[config.mk]
export PLATFORM = sky130hd
export DESIGN_NAME = dmsd_top
export DESIGN_NICKNAME = d
export VERILOG_FILES = /design/src/common/dmsd_pkg.sv /design/src/rtl/dmsd_loader.sv /design/src/rtl/dmsd_top.sv
export SDC_FILE = /design/constraint.sdc
export NUM_CORES = 1
export LEC_CHECK = 0
export BUFFER_PORTS_ARGS = -buffer_cell sky130_fd_sc_hd__buf_2
export CORE_ASPECT_RATIO = 0.75
export CORE_UTILIZATION = 50
export DETAILED_ROUTE_END_ITERATION = 10
export GPL_TIMING_DRIVEN = 0
export PLACE_DENSITY = 0.69
export SLEW_MARGIN = 20
export SYNTH_ARGS = -nofsm -noshare
export SYNTH_HDL_FRONTEND = slang
export SYNTH_HIERARCHICAL = 1
export SYNTH_SLANG_ARGS = --single-unit
export TNS_END_PERCENT = 50
[constraint.sdc]
create_clock -name clk -period 4.66 [get_ports clk]
set_clock_uncertainty 0.2 [all_clocks]
set_input_delay 0.233 -clock clk [delete_from_list [all_inputs] [get_ports clk]]
set_output_delay 0.233 -clock clk [all_outputs]
set_load 0.1 [all_outputs]
[src/common/dmsd_pkg.sv]
// Constants and types shared by the swallow divider and its serial loader.
// Assumes a single 100 MHz system clock samples all pins.
package dmsd_pkg;
  // Field widths of the counter latches
  localparam int SW_W = 7;
  localparam int MAIN_W = 10;
  localparam int REF_W = 11;
  // Serial word: swallow is last in, then main, then reference
  localparam int SW_LSB = 0;
  localparam int MAIN_LSB = SW_LSB + SW_W;
  localparam int REF_LSB = MAIN_LSB + MAIN_W;
  localparam int WORD_W = REF_LSB + REF_W;
  // Falling programming-clock edges that mark a full word
  localparam logic [4:0] FULL_EDGES = 5'h1c;
  localparam logic [4:0] EDGE_CNT_RST = 5'h00;
  // Latch values after reset
  localparam logic [SW_W-1:0] SW_RST = 7'h00;
  localparam logic [MAIN_W-1:0] MAIN_RST = 10'h003;
  localparam logic [MAIN_W-1:0] MAIN_ONE = 10'h001;
  localparam logic [SW_W-1:0] SW_ONE = 7'h01;
  localparam logic [REF_W-1:0] REF_RST = 11'h003;
  localparam logic [WORD_W-1:0] WORD_RST = 28'h0000000;

  typedef struct packed {
    logic [MAIN_W-1:0] main_val;
    logic [SW_W-1:0] swallow_val;
  } dmsd_ratio_t;

  localparam dmsd_ratio_t RATIO_RST = '{main_val: MAIN_RST, swallow_val: SW_RST};

  // Modulus phase: low while swallowing, high for the rest of the main count
  typedef enum logic [0:0] {
    PH_SWALLOW = 1'h0,
    PH_MAIN = 1'h1
  } dmsd_phase_t;
endpackage

[src/rtl/dmsd_loader.sv]
// Serial input shift register and counter latches of the divider.
// Inputs are already synchronised to clk by the parent.
`timescale 1ns/1ps
`default_nettype none
module dmsd_loader import dmsd_pkg::*; (
  // Clock and reset
  input wire logic clk,
  input wire logic arst_n,
  // Synchronised programming pins
  input wire logic en_s,
  input wire logic sclk_s,
  input wire logic sdat_s,
  // Latched ratios
  output dmsd_ratio_t ratio,
  output logic [REF_W-1:0] ref_ratio,
  output logic load_pulse
);
  logic en_prev_r, en_prev_nxt;
  logic sclk_prev_r, sclk_prev_nxt;
  logic [WORD_W-1:0] sr_r, sr_nxt;
  logic [4:0] edges_r, edges_nxt;
  dmsd_ratio_t ratio_r, ratio_nxt;
  logic [REF_W-1:0] ref_r, ref_nxt;
  logic load_r, load_nxt;
  logic en_fall;

  assign en_fall = en_prev_r & ~en_s;

  always_comb begin
    en_prev_nxt = en_s;
    sclk_prev_nxt = sclk_s;
    sr_nxt = sr_r;
    edges_nxt = edges_r;
    ratio_nxt = ratio_r;
    ref_nxt = ref_r;
    load_nxt = 1'b0;
    if (en_s & ~en_prev_r) begin
      edges_nxt = EDGE_CNT_RST;
    end
    if (en_s) begin
      if (sclk_s & ~sclk_prev_r) begin
        sr_nxt = {sr_r[WORD_W-2:0], sdat_s};
      end
      if (~sclk_s & sclk_prev_r & (edges_r != FULL_EDGES)) begin
        edges_nxt = edges_r + 5'h01;
      end
    end
    if (en_fall) begin
      ratio_nxt.main_val = sr_r[MAIN_LSB +: MAIN_W];
      ratio_nxt.swallow_val = sr_r[SW_LSB +: SW_W];
      load_nxt = 1'b1;
      // reference only after a full word
      if (edges_r == FULL_EDGES) begin
        ref_nxt = sr_r[REF_LSB +: REF_W];
      end
    end
  end

  always_ff @(posedge clk or negedge arst_n) begin
    if (!arst_n) begin
      en_prev_r <= 1'b0;
      sclk_prev_r <= 1'b1;
      sr_r <= WORD_RST;
      edges_r <= EDGE_CNT_RST;
      ratio_r <= RATIO_RST;
      ref_r <= REF_RST;
      load_r <= 1'b0;
    end else begin
      en_prev_r <= en_prev_nxt;
      sclk_prev_r <= sclk_prev_nxt;
      sr_r <= sr_nxt;
      edges_r <= edges_nxt;
      ratio_r <= ratio_nxt;
      ref_r <= ref_nxt;
      load_r <= load_nxt;
    end
  end

  assign ratio = ratio_r;
  assign ref_ratio = ref_r;
  assign load_pulse = load_r;

  a_shift_ignored_low: assert property (@(posedge clk) disable iff (!arst_n)
    !en_s |=> sr_r == $past(sr_r)) else $error("shift register moved while disabled");
  a_latch_on_fall: assert property (@(posedge clk) disable iff (!arst_n)
    en_fall |=> load_r && ratio_r.swallow_val == $past(sr_r[SW_LSB +: SW_W]))
    else $error("latch not loaded on enable fall");
  a_ref_guarded: assert property (@(posedge clk) disable iff (!arst_n)
    ref_r != $past(ref_r) |-> $past(en_fall) && $past(edges_r) == FULL_EDGES)
    else $error("reference latch changed without full word");
  a_ratio_stable: assert property (@(posedge clk) disable iff (!arst_n)
    !$past(en_fall) |-> ratio_r == $past(ratio_r)) else $error("ratio changed outside load");
endmodule
`default_nettype wire

[src/rtl/dmsd_top.sv]
// Dual-modulus swallow divider with serial ratio loading.
// Assumes prescaler output and programming pins are asynchronous to clk,
// and that the prescaler output is much slower than clk.
// What this block does
// - Modulus select goes low at the start of each count cycle with a nonzero swallow value and stays low until the swallow count is done.
// - After the swallow count, modulus select is high until the main count is done.
// - Completing the main count resets both counters together and starts a new cycle.
// - With the prescaler switching N and N+1, the chain divides by main times N plus swallow.
// - The swallow value is a seven-bit field covering 0 to 127.
// - The scheme serves prescalers up to a 128/129 pair.
// - The main value is a ten-bit field covering 3 to 1023.
// - While enable is high, serial data is shifted in on the programming clock.
// - On enable falling, the shift register contents go to the counter latches.
// - While enable is low, data and programming clock are ignored.
// - On enable falling, the phase detector inputs are resynchronised.
// - The reference latch loads only after 28 falling clock edges; otherwise only main and swallow move.
`timescale 1ns/1ps
`default_nettype none
module dmsd_top import dmsd_pkg::*; (
  // Clock and reset
  input wire logic clk,
  input wire logic arst_n,
  // Prescaler side
  input wire logic prescaler_in,
  output logic modulus_select_out,
  // Programming pins
  input wire logic ser_data,
  input wire logic ser_clk,
  input wire logic ser_enable,
  // Toward the phase comparator and reference chain
  output logic cmp_pulse,
  output logic pd_resync,
  output logic [REF_W-1:0] ref_ratio
);
  // Limit test shared by both counters
  function automatic logic at_limit(input logic [MAIN_W-1:0] cnt, input logic [MAIN_W-1:0] lim);
    at_limit = (cnt >= lim);
  endfunction

  logic [3:0] sync1_r, sync2_r;
  logic pre_prev_r, pre_prev_nxt;
  logic pre_rise;
  // counters as wide as their fields
  logic [MAIN_W-1:0] main_r, main_nxt;
  logic [SW_W-1:0] sw_r, sw_nxt;
  dmsd_phase_t phase_r, phase_nxt;
  logic pulse_r, pulse_nxt;
  logic resync_r, resync_nxt;
  dmsd_ratio_t ratio;
  logic load_pulse;
  logic main_done;
  logic [REF_W-1:0] ref_w;
  logic [MAIN_W-1:0] sw_wide_nxt;

  // Two-stage synchronisers; only stage two is read
  always_ff @(posedge clk or negedge arst_n) begin
    if (!arst_n) begin
      sync1_r <= 4'h0;
      sync2_r <= 4'h0;
    end else begin
      sync1_r <= {ser_enable, ser_clk, ser_data, prescaler_in};
      sync2_r <= sync1_r;
    end
  end

  dmsd_loader u_loader (
    .clk(clk),
    .arst_n(arst_n),
    .en_s(sync2_r[3]),
    .sclk_s(sync2_r[2]),
    .sdat_s(sync2_r[1]),
    .ratio(ratio),
    .ref_ratio(ref_w),
    .load_pulse(load_pulse)
  );

  assign pre_rise = sync2_r[0] & ~pre_prev_r;
  // Main value below one would never terminate; treat as one
  assign main_done = at_limit(main_r + MAIN_ONE, ratio.main_val);

  always_comb begin
    pre_prev_nxt = sync2_r[0];
    main_nxt = main_r;
    sw_nxt = sw_r;
    pulse_nxt = 1'b0;
    resync_nxt = 1'b0;
    if (load_pulse) begin
      // restart both sides after a new load
      main_nxt = '0;
      sw_nxt = '0;
      resync_nxt = 1'b1;
    end else if (pre_rise) begin
      if (main_done) begin
        main_nxt = '0;
        sw_nxt = '0;
        pulse_nxt = 1'b1;
      end else begin
        main_nxt = main_r + MAIN_ONE;
        if (sw_r < ratio.swallow_val) begin
          sw_nxt = sw_r + SW_ONE;
        end
      end
    end
    sw_wide_nxt = {{(MAIN_W-SW_W){1'b0}}, sw_nxt};
    // modulus phase follows the swallow count
    if (at_limit(sw_wide_nxt, {{(MAIN_W-SW_W){1'b0}}, ratio.swallow_val})) begin
      phase_nxt = PH_MAIN;
    end else begin
      phase_nxt = PH_SWALLOW;
    end
  end

  always_ff @(posedge clk or negedge arst_n) begin
    if (!arst_n) begin
      pre_prev_r <= 1'b0;
      main_r <= '0;
      sw_r <= SW_RST;
      phase_r <= PH_MAIN;
      pulse_r <= 1'b0;
      resync_r <= 1'b0;
    end else begin
      pre_prev_r <= pre_prev_nxt;
      main_r <= main_nxt;
      sw_r <= sw_nxt;
      phase_r <= phase_nxt;
      pulse_r <= pulse_nxt;
      resync_r <= resync_nxt;
    end
  end

  logic [REF_W-1:0] ref_r;
  always_ff @(posedge clk or negedge arst_n) begin
    if (!arst_n) begin
      ref_r <= REF_RST;
    end else begin
      ref_r <= ref_w;
    end
  end

  // swallow span reaches a 128/129 pair
  assign modulus_select_out = phase_r[0];
  assign cmp_pulse = pulse_r;
  assign pd_resync = resync_r;
  assign ref_ratio = ref_r;

  a_mod_low_start: assert property (@(posedge clk) disable iff (!arst_n)
    (pulse_nxt && ratio.swallow_val != SW_RST && !load_pulse) |=> !modulus_select_out)
    else $error("modulus select not low at cycle start");
  a_mod_high_after: assert property (@(posedge clk) disable iff (!arst_n)
    sw_r == ratio.swallow_val && main_r != '0 |-> modulus_select_out)
    else $error("modulus select low after swallow done");
  a_cycle_reset: assert property (@(posedge clk) disable iff (!arst_n)
    pulse_r |-> main_r == '0 && sw_r == SW_RST) else $error("counters not reset together");
  a_pulse_on_wrap: assert property (@(posedge clk) disable iff (!arst_n)
    pre_rise && main_done && !load_pulse |=> cmp_pulse ##1 !cmp_pulse)
    else $error("comparator pulse missing or long");
  a_sw_bounded: assert property (@(posedge clk) disable iff (!arst_n)
    sw_r <= ratio.swallow_val || load_pulse || $past(load_pulse)) else $error("swallow overran its value");
  a_resync_load: assert property (@(posedge clk) disable iff (!arst_n)
    load_pulse |=> pd_resync && main_r == '0) else $error("no resync on load");
  a_main_holds: assert property (@(posedge clk) disable iff (!arst_n)
    !pre_rise && !load_pulse |=> main_r == $past(main_r)) else $error("main count moved without edge");
  a_mod_follows: assert property (@(posedge clk) disable iff (!arst_n)
    $rose(modulus_select_out) |-> $past(sw_nxt) == ratio.swallow_val || $past(load_pulse))
    else $error("modulus rose before swallow done");
endmodule
`default_nettype wire

Yosys cells after proc, flatten, opt, wreduce, memory -nomap -nowiden. Cells that the tools add are included.

Bits in registers: 104. Input port bits: 6. Output and inout port bits: 14.

Magnitude comparators: 3. Bitwise operators: 11. Eq/ne operators: 2. Multiplexer cells: 16. $add $sub $neg: 3. Reduce and logical (&&, ||, !) cells: 3.

Operator list (count): 2-to-1 mux 10 bit (3); 2-to-1 mux 7 bit (4); 2-to-1 mux 5 bit (3); adder 10 x 1 -> 10 bit, second input constant (1); greater-or-equal comparator 10 bit (1); adder 7 x 1 -> 7 bit, second input constant (1); greater-or-equal comparator 7 bit (1); < comparator 7 bit (1); bitwise AND 1 bit (6); 2-to-1 mux 1 bit (6); adder 5 x 1 -> 5 bit, second input constant (1); equality test 5 bit, second input constant (1); != test 5 bit, second input constant (1); inverter 1 bit (5); AND reduction 2 bit (2); nonzero test 2 bit (1).

Depth between registers and ports, before layout. Gate-level depths: netlist (run 1).

Word-level depth: 7. Gate-level depth with buffers: 16.

Cells and area by module. The synthesis (run 1) kept the hierarchy.

By module, submodules not included: dmsd_loader (sequential area each 1607.8 sq um, area each 2635.0 sq um, cells an instance 155, instances 1); dmsd_top (sequential area each 1004.7 sq um, area each 2073.2 sq um, cells an instance 189, instances 1).

Worst setup path after synthesis (run 1). OpenSTA, ideal clock, no wires.

Path type: reg2reg. Start: reg main_r[2]. End: reg phase_r, in the netlist modulus_select_out. Arrival time: 3.573 ns. Slack: 0.809 ns. Period minus slack after synthesis: 3.851 ns. Stages on the path, launching flop included: 17. Data required time: 4.382 ns. Path through: dfrtp_1 and4_1 and4_1 and3_1 xor2_1 ha_1 nand2_1 nor2_1 a2111oi_4 a31oi_4 or2_1 ha_1 nand2b_1 a21o_1 a21oi_1 o21ai_0 a31o_2.

Longest elaborated chain between the ends: 7.

Ends and longest elaborated chain: from (decl) (RTL line dmsd_top.sv:44) `logic [MAIN_W-1:0] main_r, main_nxt;`; from (signal assigned) (RTL line dmsd_top.sv:123) `main_r <= main_nxt;`; adder 10 x 1 -> 10 bit (RTL line dmsd_top.sv:79) `assign main_done = at_limit(main_r + MAIN_ONE, ratio.main_val);`; greater-or-equal comparator 10 bit (RTL line dmsd_top.sv:37) `at_limit = (cnt >= lim);`; 2-to-1 mux 7 bit (RTL line dmsd_top.sv:93) `if (main_done) begin`; 2-to-1 mux 7 bit (RTL line dmsd_top.sv:92) `end else if (pre_rise) begin`; 2-to-1 mux 7 bit (RTL line dmsd_top.sv:87) `if (load_pulse) begin`; greater-or-equal comparator 7 bit (RTL line dmsd_top.sv:37); 2-to-1 mux 1 bit (RTL line dmsd_top.sv:106) `if (at_limit(sw_wide_nxt, {{(MAIN_W-SW_W){1'b0}}, ratio.swallow_val})) begin`; net phase_nxt (RTL line dmsd_top.sv:46) `dmsd_phase_t phase_r, phase_nxt;`; to (signal assigned) (RTL line dmsd_top.sv:125) `phase_r <= phase_nxt;`; to (decl) (RTL line dmsd_top.sv:46).

The timed path passes the listed nets, and every way through them passes these cells. A chain may end at the register's enable or synchronous reset.

Worst setup path in the final report (run 1). Ends and elaborated chain as after synthesis.

==> impl_metrics.yaml, run 1 <==
run_status:
  outcome: "completed"
critical_path:
  startpoint: "main_r[2]"
  critPathKind: "reg -> reg"
  crit_required_ns: 4.72
  crit_fanout: 8
  reg2reg_from: "main_r[2]"
  r2r_cells: 17
  cp_data_arrival_time_ns: 4.21
  setup.worst_path.start_class: "flip-flop"
  ff2ff_setup_slack_ns: 0.52
  reg2reg_to: "modulus_select_out"
  crit_path_end_kind: "flip-flop"
grt:
  grt_usage_pct: 17.2
  grt_pass1_wl_mm: 13.1
  overflow: 0
  grt_max_degree: 75
  grt_pass1_vias: 2804
  grt_antenna_before_repair: 0
routing:
  wl_per_cell_um: 14.4
  vias: 2619
  drc: 0
  dr.pass1.iters: 4
  drt-total-wl_mm: 7.40
  ant_nets: 0
  drtIter0Drc: 136
  vias_per_cell: 5.09
timing:
  grt_setup_unrepaired: "false"
  slew_headroom_pct: 67.5
  finalSetupViolations: 0
  period_needed_ns: 4.14
  slew_viol_final: 0
  finalSetupTns_ns: 0
  post-route-period-util_pct: 88.9
  fmax_mhz: 241
  finalHoldViolCount: 0
  tightest_slew_ns: 0.491
power_and_ir_drop:
  netSwitchingFraction_pct: 26.7
  clkPwrFrac_pct: 36.7
  switching_power_w: 0.000601
  power.internal_w: 0.00165
  p_per_area_nw_per_um2: 418
  ir_worst_vdd_uv: 227
  p_seq_share_pct: 46.9
  p_leak_nw: 2.66
  share_comb_of_total_power_pct: 16.4
cells_and_area:
  fin_nets: 415
  diodes: 0
  regArea_um2: 2610
  final_layout_size_suffix_gt1_share_pct: 31.3
  final_cell_mix: "dfrtp_1 (96), mux2_2 (36), ha_1 (27)"
  area_growth_pct: 14.6
  mostFrequentLayoutCell: "dfrtp_1"
  fillers: 741
  layoutNonFillerInstCount: 515
  multi_input_area_um2: 1900
synth:
  avgSynthCellArea_um2: 13.7
  synth_top_flop_cell: "dfrtp_1"
  ys_seq_area_share_pct: 55.5
  async_flop_share_pct: 100
  synth_nets: 377
  synth_area_um2: 4710
  synth_edf_count: 0
  synth_cell_types: 47
  synth_seq_cells: 104
  syn-instance-count: 344
  yosysWarnings: 6
placement:
  place_inst: 492
  hpwl_mm: 5.09
  gp_congestion: 0.792
  io_buffers: 19
flow_run:
  drv_cap: 0
worst_hold_path:
  min_path_type: "in -> async"
floorplan:
  design.portCount: 20
  die_y_um: 86.0
  initial_core_util_pct: 51.8
  rows: 30
  dieArea_um2: 9810
  dieWidth_um: 114
  core_area_um2: 9080
clock_tree:
  clk_latency_ns: 0.34
  cts_sinks: 104
  cts_tree: "built"
  cts_resized: 0
  clock_path_buffers: 2
  cts.reportedPaths.clkPinSlew_ns: 0.06
  clockRootBuffer: "clkbuf_16"
  cts_buffers: 9
  ctsHtreeMaxLevel: 3
[kinds of logic after synthesis]
family | count (synthesis) | synth area share, %
fa+ha+maj | 27 | 7.18
mux | 61 | 16.2
flops | 104 | 55.5
buf+inv | 33 | 4.15
xor+xnor | 10 | 1.86
simple gates | 68 | 7.92
compound gates | 41 | 7.26
[metal layers]
| layer | wire [um] | part of all wire (%) | track usage (%) |
|---|---|---|---|
| met3 | 259 | 3.5 | 5.16 |
| met1 | 3650 | 49 | 22.7 |
| met5 | 0 | 0 | 0 |
| met4 | 89 | 1.2 | 6.73 |
| met2 | 3390 | 46 | 26.9 |
[layout make-up]
cell class | instances | share of cell area, %
Sequential cell | 104 | 48.4
Tap cell | 128 | 2.97
Inverter | 23 | 1.60
Clock buffer | 10 | 4.43
Timing Repair Buffer | 27 | 3.59
Multi-Input combinational cell | 207 | 35.2
Buffer | 10 | 2.02
Clock inverter | 6 | 1.76
[sequential cells by signal, summed over array words and instances (netlist names), 4 cells and up]
| register | flops |
|---|---|
| u_loader/ref_ratio | 11 |
| sync1_r | 4 |
| u_loader/edges_r | 5 |
| ref_ratio | 11 |
| u_loader/sr_r | 28 |
| sw_r | 7 |
| u_loader/ratio | 17 |
| main_r | 10 |
| sync2_r | 4 |
[through the flow]
stage | area [um^2] | power, W | setup slack [ns] | utilization, % | hold WS (ns)
finish | 5400 | 0.00225 | 0.516 | 59.4 | 0.140
detailed placement | 5000 | 0.00145 | 0.356 | 55.0 | -0.0688
floorplan | 4710 | 0.00135 | 0.809 | - | -0.263
CTS | 5380 | 0.00228 | 0.297 | 59.2 | 0.137
global placement | 4960 | 0.00143 | 0.349 | 54.6 | 0.135
global route | 5400 | 0.00238 | 0.181 | 59.4 | 0.168
[worst max-delay path: stages, from the launching register on]
cell	delay, ns
dfrtp_1	0.45
and4_1	0.27
and4_1	0.22
and3_1	0.19
xor2_1	0.16
ha_1	0.37
nand4_1	0.13
a211oi_1	0.38
a2111oi_4	0.05
buf_4	0.17
a31oi_4	0.29
or2_1	0.16
ha_1	0.22
nand2b_1	0.14
a21o_1	0.18
a21oi_1	0.13
o21ai_0	0.10
a31o_2	0.26
[cells in the mapped netlist (all sizes together) (2+ instances only)]
cell type  count  area, um^2
nor2b          4        25.0
a21oi          9        48.8
xnor2          6        52.6
nand3          8        40.0
mux2          57         721
ha            27         338
buf            9         105
inv           23        86.3
dfrtp         96        2400
o211ai         2        20.0
o2bb2ai        5        43.8
o21ai          7        35.0
a41oi          3        33.8
a31oi          2        33.8
xor2           4        35.0
nor2           7        33.8
and4           2        17.5
and3           2        12.5
or3            5        31.3
nand2         21        78.8
a211oi         2        15.0
nand2b         4        32.5
mux2i          4        40.0
a21o           3        22.5
dfstp          8         210
a22o           3        26.3
nand4         12        81.3
[timing repair]
item                                   4_1_cts  5_1_grt
endpoints found under the hold margin      103        0
hold buffers                                 5        0
setup endpoints to repair                    0        1
setup buffers                                0        2
[worst max path at each step]
| stage | end | slack, ns | depth (start not counted) |
|---|---|---|---|
| 2_1_floorplan | modulus_select_out | 0.81 | 16 |
| 3_3_place_gp | modulus_select_out | 0.35 | 16 |
| 3_5_place_dp | modulus_select_out | 0.36 | 16 |
| 4_1_cts | modulus_select_out | 0.30 | 16 |
| 5_1_grt | modulus_select_out | 0.18 | 17 |
| 6_report | modulus_select_out | 0.52 | 17 |
[power by group through the flow]
stage | sequential (W) | combinational (W) | clock [W]
finish | 0.00106 | 0.000370 | 0.000827
global route | 0.00107 | 0.000421 | 0.000890
CTS | 0.00106 | 0.000376 | 0.000848
detailed placement | 0.00108 | 0.000371 | 0
global placement | 0.00107 | 0.000354 | 0
floorplan | 0.00110 | 0.000252 | 0
No activity file was read; power rests on OpenSTA's default activity.
==> run 2: changes to the inputs <==
Settings changed: CAP_MARGIN set to 25, CORE_ASPECT_RATIO 0.75 to 1.5.
==> run 2 against run 1 <==
Total power is 5.1% lower. Critical path depth stayed put. Count of clock-buffer cells in the layout fell by 1. Combinational power barely moved. Global-route usage is 0.12 points higher. Core utilization is 1.5 points lower. Register-to-register slack worse by 0.16 ns. Die area barely moved. Sequential power is essentially flat. Final area down 1.3%. Critical endpoint unchanged. Largest cell class unchanged.
==> impl_metrics.yaml, run 2 (synthesized netlist as in run 1, its figures left out) <==
power_and_ir_drop:
  p_per_area_nw_per_um2: 402
  p_leak_nw: 2.63
  ir_worst_vdd_uv: 275
routing:
  wl_met1_mm: 3.23
  wl_per_cell_um: 14.3
  highest_layer: "met4"
  drt-total-wl_mm: 7.14
  met3WireLength_um: 169
  dr.pass1.iters: 4
  met2WireLength_mm: 3.58
  drc: 0
  ant_nets: 0
  vias: 2665
  drtIter0Drc: 94
  vias_per_cell: 5.34
timing:
  fmax_mhz: 232
  post-route-period-util_pct: 92.5
  fin_ws_ns: 0.351
  grt_setup_unrepaired: "false"
  slew_viol_final: 0
  period_needed_ns: 4.31
  holdWs_ns: 0.134
  finalHoldViolCount: 0
  finalSetupTns_ns: 0
  slew_headroom_pct: 67.2
  tightest_slew_ns: 0.496
  finalSetupViolations: 0
grt:
  grt_usage_pct: 17.3
  grt_pass1_vias: 2781
  grt_pass1_wl_mm: 12.9
  overflow: 0
  grt_antenna_before_repair: 0
  grt_max_degree: 74
critical_path:
  crit_fanout: 9
  critPathKind: "reg -> reg"
  crit_path_end_kind: "flip-flop"
  r2r_cells: 17
  cp_data_arrival_time_ns: 4.38
  crit_required_ns: 4.73
  setup.worst_path.start_class: "flip-flop"
floorplan:
  design.portCount: 20
  rows: 43
  initial_core_util_pct: 51.2
  dieArea_um2: 9820
  dieWidth_um: 81.2
  core_area_um2: 9200
  die_y_um: 121
cells_and_area:
  layoutNonFillerInstCount: 499
  multi_input_area_um2: 1900
  final_layout_size_suffix_gt1_share_pct: 31.3
  post-route-util_pct: 57.9
  fin_nets: 415
  fillers: 719
  regArea_um2: 2610
  largest_register_ffs: 28
  final_cell_mix: "dfrtp_1 (96), mux2_2 (36), ha_1 (27)"
  diodes: 0
  largest-register: "u_loader/sr_r"
  area_growth_pct: 13.2
  mostFrequentLayoutCell: "dfrtp_1"
clock_tree:
  ctsHtreeMaxLevel: 3
  clk_latency_ns: 0.34
  cts_sinks: 104
  clockRootBuffer: "clkbuf_16"
  cts_tree: "built"
  cts.reportedPaths.clkPinSlew_ns: 0.07
  clock_path_buffers: 2
  cts_buffers: 9
placement:
  place_inst: 476
  io_buffers: 19
  dp_slack_ns: 0.266
  gp_congestion: 0.750
  hpwl_mm: 5.06
worst_hold_path:
  min_path_type: "in -> async"
run_status:
  outcome: "completed"
flow_run:
  drv_cap: 0
==> run 2: cell types whose count changed in the layout (fill, tap and decap cells not counted), sizes merged <==
cell      change
clkinvlp      +3
bufinv        -2
clkbuf        -1
==> run 2: final timing paths <==
| path | start | end | slack, ns |
|---|---|---|---|
| max | main_r[2] | modulus_select_out | 0.35 |
| min | arst_n | u_loader/ref_ratio[2] | 0.13 |
| max reg2reg | main_r[2] | modulus_select_out | 0.35 |
| min reg2reg | sync1_r[1] | sync2_r[1] | 0.15 |
| max in group asynchronous | arst_n | u_loader/sclk_prev_r | 3.45 |
| min in group clk | sync1_r[1] | sync2_r[1] | 0.15 |
==> run 2: per-layer routing <==
metal  vias to the layer above  GRT usage, %
met5                         -             0
met4                         0          8.82
met3                         9          3.77
met2                        21          27.5
met1                      1343          22.0
li1                       1292             -
==> run 2: power breakdown <==
part	total, W	switching [W]	internal [W]
registers	0.00105	0.0000587	0.000996
logic	0.000369	0.000204	0.000164
clock network	0.000717	0.000345	0.000372
==> run 2: final cells by class <==
| type | count | share of cell area, % |
|---|---|---|
| repair buffers | 27 | 3.64 |
| plain buffers | 10 | 2.04 |
| inverters | 23 | 1.62 |
| clock inverters | 7 | 1.13 |
| multi-input cells | 207 | 35.7 |
| clock buffers | 9 | 4.23 |
| well taps | 112 | 2.63 |
| flip-flops and latches | 104 | 49.0 |
==> run 2: stage by stage <==
step | power, W | instance area [um^2]
after global placement | 0.00142 | 4940
after global routing | 0.00226 | 5330
after detailed placement | 0.00144 | 4980
final | 0.00214 | 5330
after CTS | 0.00217 | 5310
after floorplan | 0.00135 | 4710
==> run 2: what timing repair did <==
item,in CTS,in global routing
hold endpoints to repair,105,0
hold buffers,5,0
setup buffers,0,2
gates resized for setup,0,0
setup endpoints to repair,0,1
==> run 2: worst max-delay path, stage by stage, from the launching register on <==
cell       delay (ns)
dfrtp_1          0.44
and4_1           0.27
and4_1           0.23
and3_1           0.19
xor2_1           0.16
ha_1             0.36
nand4_1          0.14
a211oi_1         0.39
a2111oi_4        0.10
buf_4            0.20
a31oi_4          0.31
or2_1            0.16
ha_1             0.22
nand2b_1         0.14
a21o_1           0.18
a21oi_1          0.14
o21ai_0          0.14
a31o_2           0.27
==> run 3: changes to the inputs <==
Settings changed: CORE_UTILIZATION 50 to 30, PLACE_DENSITY 0.69 to 0.47.
==> run 3 against run 2 <==
Maximum frequency rose by 0.71%. Combinational power about the same. Global-route usage is 6.7 points lower. Die area grew 65%. Count of clock-buffer cells in the layout did not move. Total power is 0.68% higher. Non-clock buffer count is 1 higher. Sequential cell count unchanged. Via count up 0.49%.
==> impl_metrics.yaml, run 3 (synthesized netlist as in run 1, its figures left out) <==
worst_hold_path:
  min_path_cells: 0
  hold_start: "sync1_r[3]"
  min_path_type: "reg -> reg"
  worstHoldEndpoint: "sync2_r[3]"
routing:
  drtIter0Drc: 70
  drt-total-wl_mm: 7.81
  wl_met1_mm: 3.50
  dr.pass1.iters: 4
  met3WireLength_um: 225
  vias: 2678
  ant_nets: 0
  vias_per_cell: 4.56
  wl_per_cell_um: 13.3
  highest_layer: "met4"
  drc: 0
  met2WireLength_mm: 3.94
placement:
  gp_congestion: 0.781
  io_buffers: 19
  hpwl_mm: 5.39
cells_and_area:
  mostFrequentLayoutCell: "dfrtp_1"
  fillers: 1481
  fin_nets: 416
  diodes: 0
  area_growth_pct: 15.8
  post-route-util_pct: 35.8
  final_cell_mix: "dfrtp_1 (96), mux2_2 (36), ha_1 (27)"
  final_layout_size_suffix_gt1_share_pct: 31.7
  largest_register_ffs: 28
  largest-register: "u_loader/sr_r"
power_and_ir_drop:
  share_comb_of_total_power_pct: 17.2
  switching_power_w: 0.000621
  power.internal_w: 0.00153
  clkPwrFrac_pct: 33.8
  ir_worst_vdd_uv: 152
  p_per_area_nw_per_um2: 395
  netSwitchingFraction_pct: 28.8
  p_seq_share_pct: 49.0
  p_leak_nw: 2.64
critical_path:
  path_buf_inv: 1
  reg2reg_to: "modulus_select_out"
  slowest_delay_ns: 0.44
  crit_path_cell_trace: "and4_1 > and4_1 > and3_1 > xor2_1 > ha_1 > nand4_1 > a211oi_2 > a2111oi_4 > buf_4 > a31oi_4 > or2_1 > ha_1 > nand2b_1 > a21o_1 > a21oi_1 > o21ai_0 > a31o_2"
  ff2ff_setup_slack_ns: 0.38
  slowest_stage: "dfrtp_1"
  cp_data_arrival_time_ns: 4.35
  crit_fanout: 8
  reg2reg_from: "main_r[2]"
  critPathKind: "reg -> reg"
  path_delay_family: "simple AND/OR/NAND/NOR gates"
  crit_required_ns: 4.73
  r2r_cells: 17
  crit_path_end_kind: "flip-flop"
  setup.worst_path.start_class: "flip-flop"
clock_tree:
  cts_sinks: 104
  cts_tree: "built"
  cts.reportedPaths.clkPinSlew_ns: 0.07
  ctsHtreeMaxLevel: 3
  clockRootBuffer: "clkbuf_16"
  cts_buffers: 9
  clk_latency_ns: 0.34
  clock_path_buffers: 2
timing:
  finalHoldViolCount: 0
  grt_setup_unrepaired: "false"
  slew_viol_final: 0
  slew_headroom_pct: 67.4
  finalSetupTns_ns: 0
  finalSetupViolations: 0
  tightest_slew_ns: 0.489
  fmax_mhz: 234
  period_needed_ns: 4.28
  post-route-period-util_pct: 91.8
floorplan:
  initial_core_util_pct: 31.0
  core_area_um2: 15200
  design.portCount: 20
  dieArea_um2: 16200
  rows: 55
  die_y_um: 155
  dieWidth_um: 104
grt:
  overflow: 0
  grt_pass1_wl_mm: 13.7
  grt_pass1_vias: 2770
  grt_max_degree: 54
  grt_antenna_before_repair: 0
  grt_usage_pct: 10.6
flow_run:
  drv_cap: 0
run_status:
  outcome: "completed"
run 3: metrics by stage:
| step | worst slack [ns] | std cells | power, W | hold WS (ns) | area [um^2] |
|---|---|---|---|---|---|
| after global placement | 0.194 | 562 | 0.00144 | 0.133 | 5050 |
| after global routing | 0.0115 | 587 | 0.00229 | 0.161 | 5450 |
| after CTS | 0.159 | 584 | 0.00220 | 0.153 | 5420 |
| final | 0.382 | 587 | 0.00215 | 0.149 | 5450 |
| after detailed placement | 0.195 | 563 | 0.00145 | 0.0169 | 5090 |
| after floorplan | 0.809 | 344 | 0.00135 | -0.263 | 4710 |
run 3: worst reg2reg max path: stages (launching register included):
cell and delay [ns]:
dfrtp_1 0.44, and4_1 0.30, and4_1 0.23, and3_1 0.19, xor2_1 0.21, ha_1 0.32
nand4_1 0.16, a211oi_2 0.08, a2111oi_4 0.32, buf_4 0.22, a31oi_4 0.16, or2_1 0.27
ha_1 0.28, nand2b_1 0.13, a21o_1 0.18, a21oi_1 0.14, o21ai_0 0.11, a31o_2 0.27
run 3: repair_timing:
action / 4_1_cts / 5_1_grt
endpoints found under the hold margin: 55 / 0
gates resized for setup: 0 / 1
endpoints found under the setup margin: 0 / 1
hold buffers: 5 / 0
buffers inserted: 0 / 3
run 3: cell type report:
type / instances / area, um^2 / area share, %
Clock buffer: 9 / 225 / 4.13
Clock inverter: 7 / 61.3 / 1.12
Multi-Input combinational cell: 207 / 1910 / 35.0
Inverter: 23 / 86.3 / 1.58
Timing Repair Buffer: 28 / 201 / 3.70
Buffer: 10 / 109 / 2.00
Sequential cell: 104 / 2610 / 47.9
Tap cell: 199 / 249 / 4.57
run 3: worst max-delay path by stage:
| stage | from | endpoint | slack, ns | cells past startpoint |
|---|---|---|---|---|
| 5_1_grt | main_r[2] | modulus_select_out | 0.01 | 17 |
| 4_1_cts | main_r[2] | modulus_select_out | 0.16 | 16 |
| 3_5_place_dp | main_r[2] | modulus_select_out | 0.20 | 16 |
| 3_3_place_gp | main_r[2] | modulus_select_out | 0.19 | 16 |
| 2_1_floorplan | main_r[2] | modulus_select_out | 0.81 | 16 |
| 6_report | main_r[2] | modulus_select_out | 0.38 | 17 |
run 3: power groups by stage:
stage | Sequential, W | Combinational (W) | Clock [W]
floorplan | 0.00110 | 0.000252 | 0
finish | 0.00106 | 0.000371 | 0.000728
global placement | 0.00107 | 0.000363 | 0
CTS | 0.00106 | 0.000381 | 0.000762
detailed placement | 0.00108 | 0.000377 | 0
global route | 0.00107 | 0.000421 | 0.000795
run 3: routing by layer:
metal / vias up / GRT usage [%]
li1: 1296 / -
met1: 1339 / 12.5
met2: 31 / 18.2
met3: 12 / 2.68
met4: 0 / 4.56
met5: - / 0
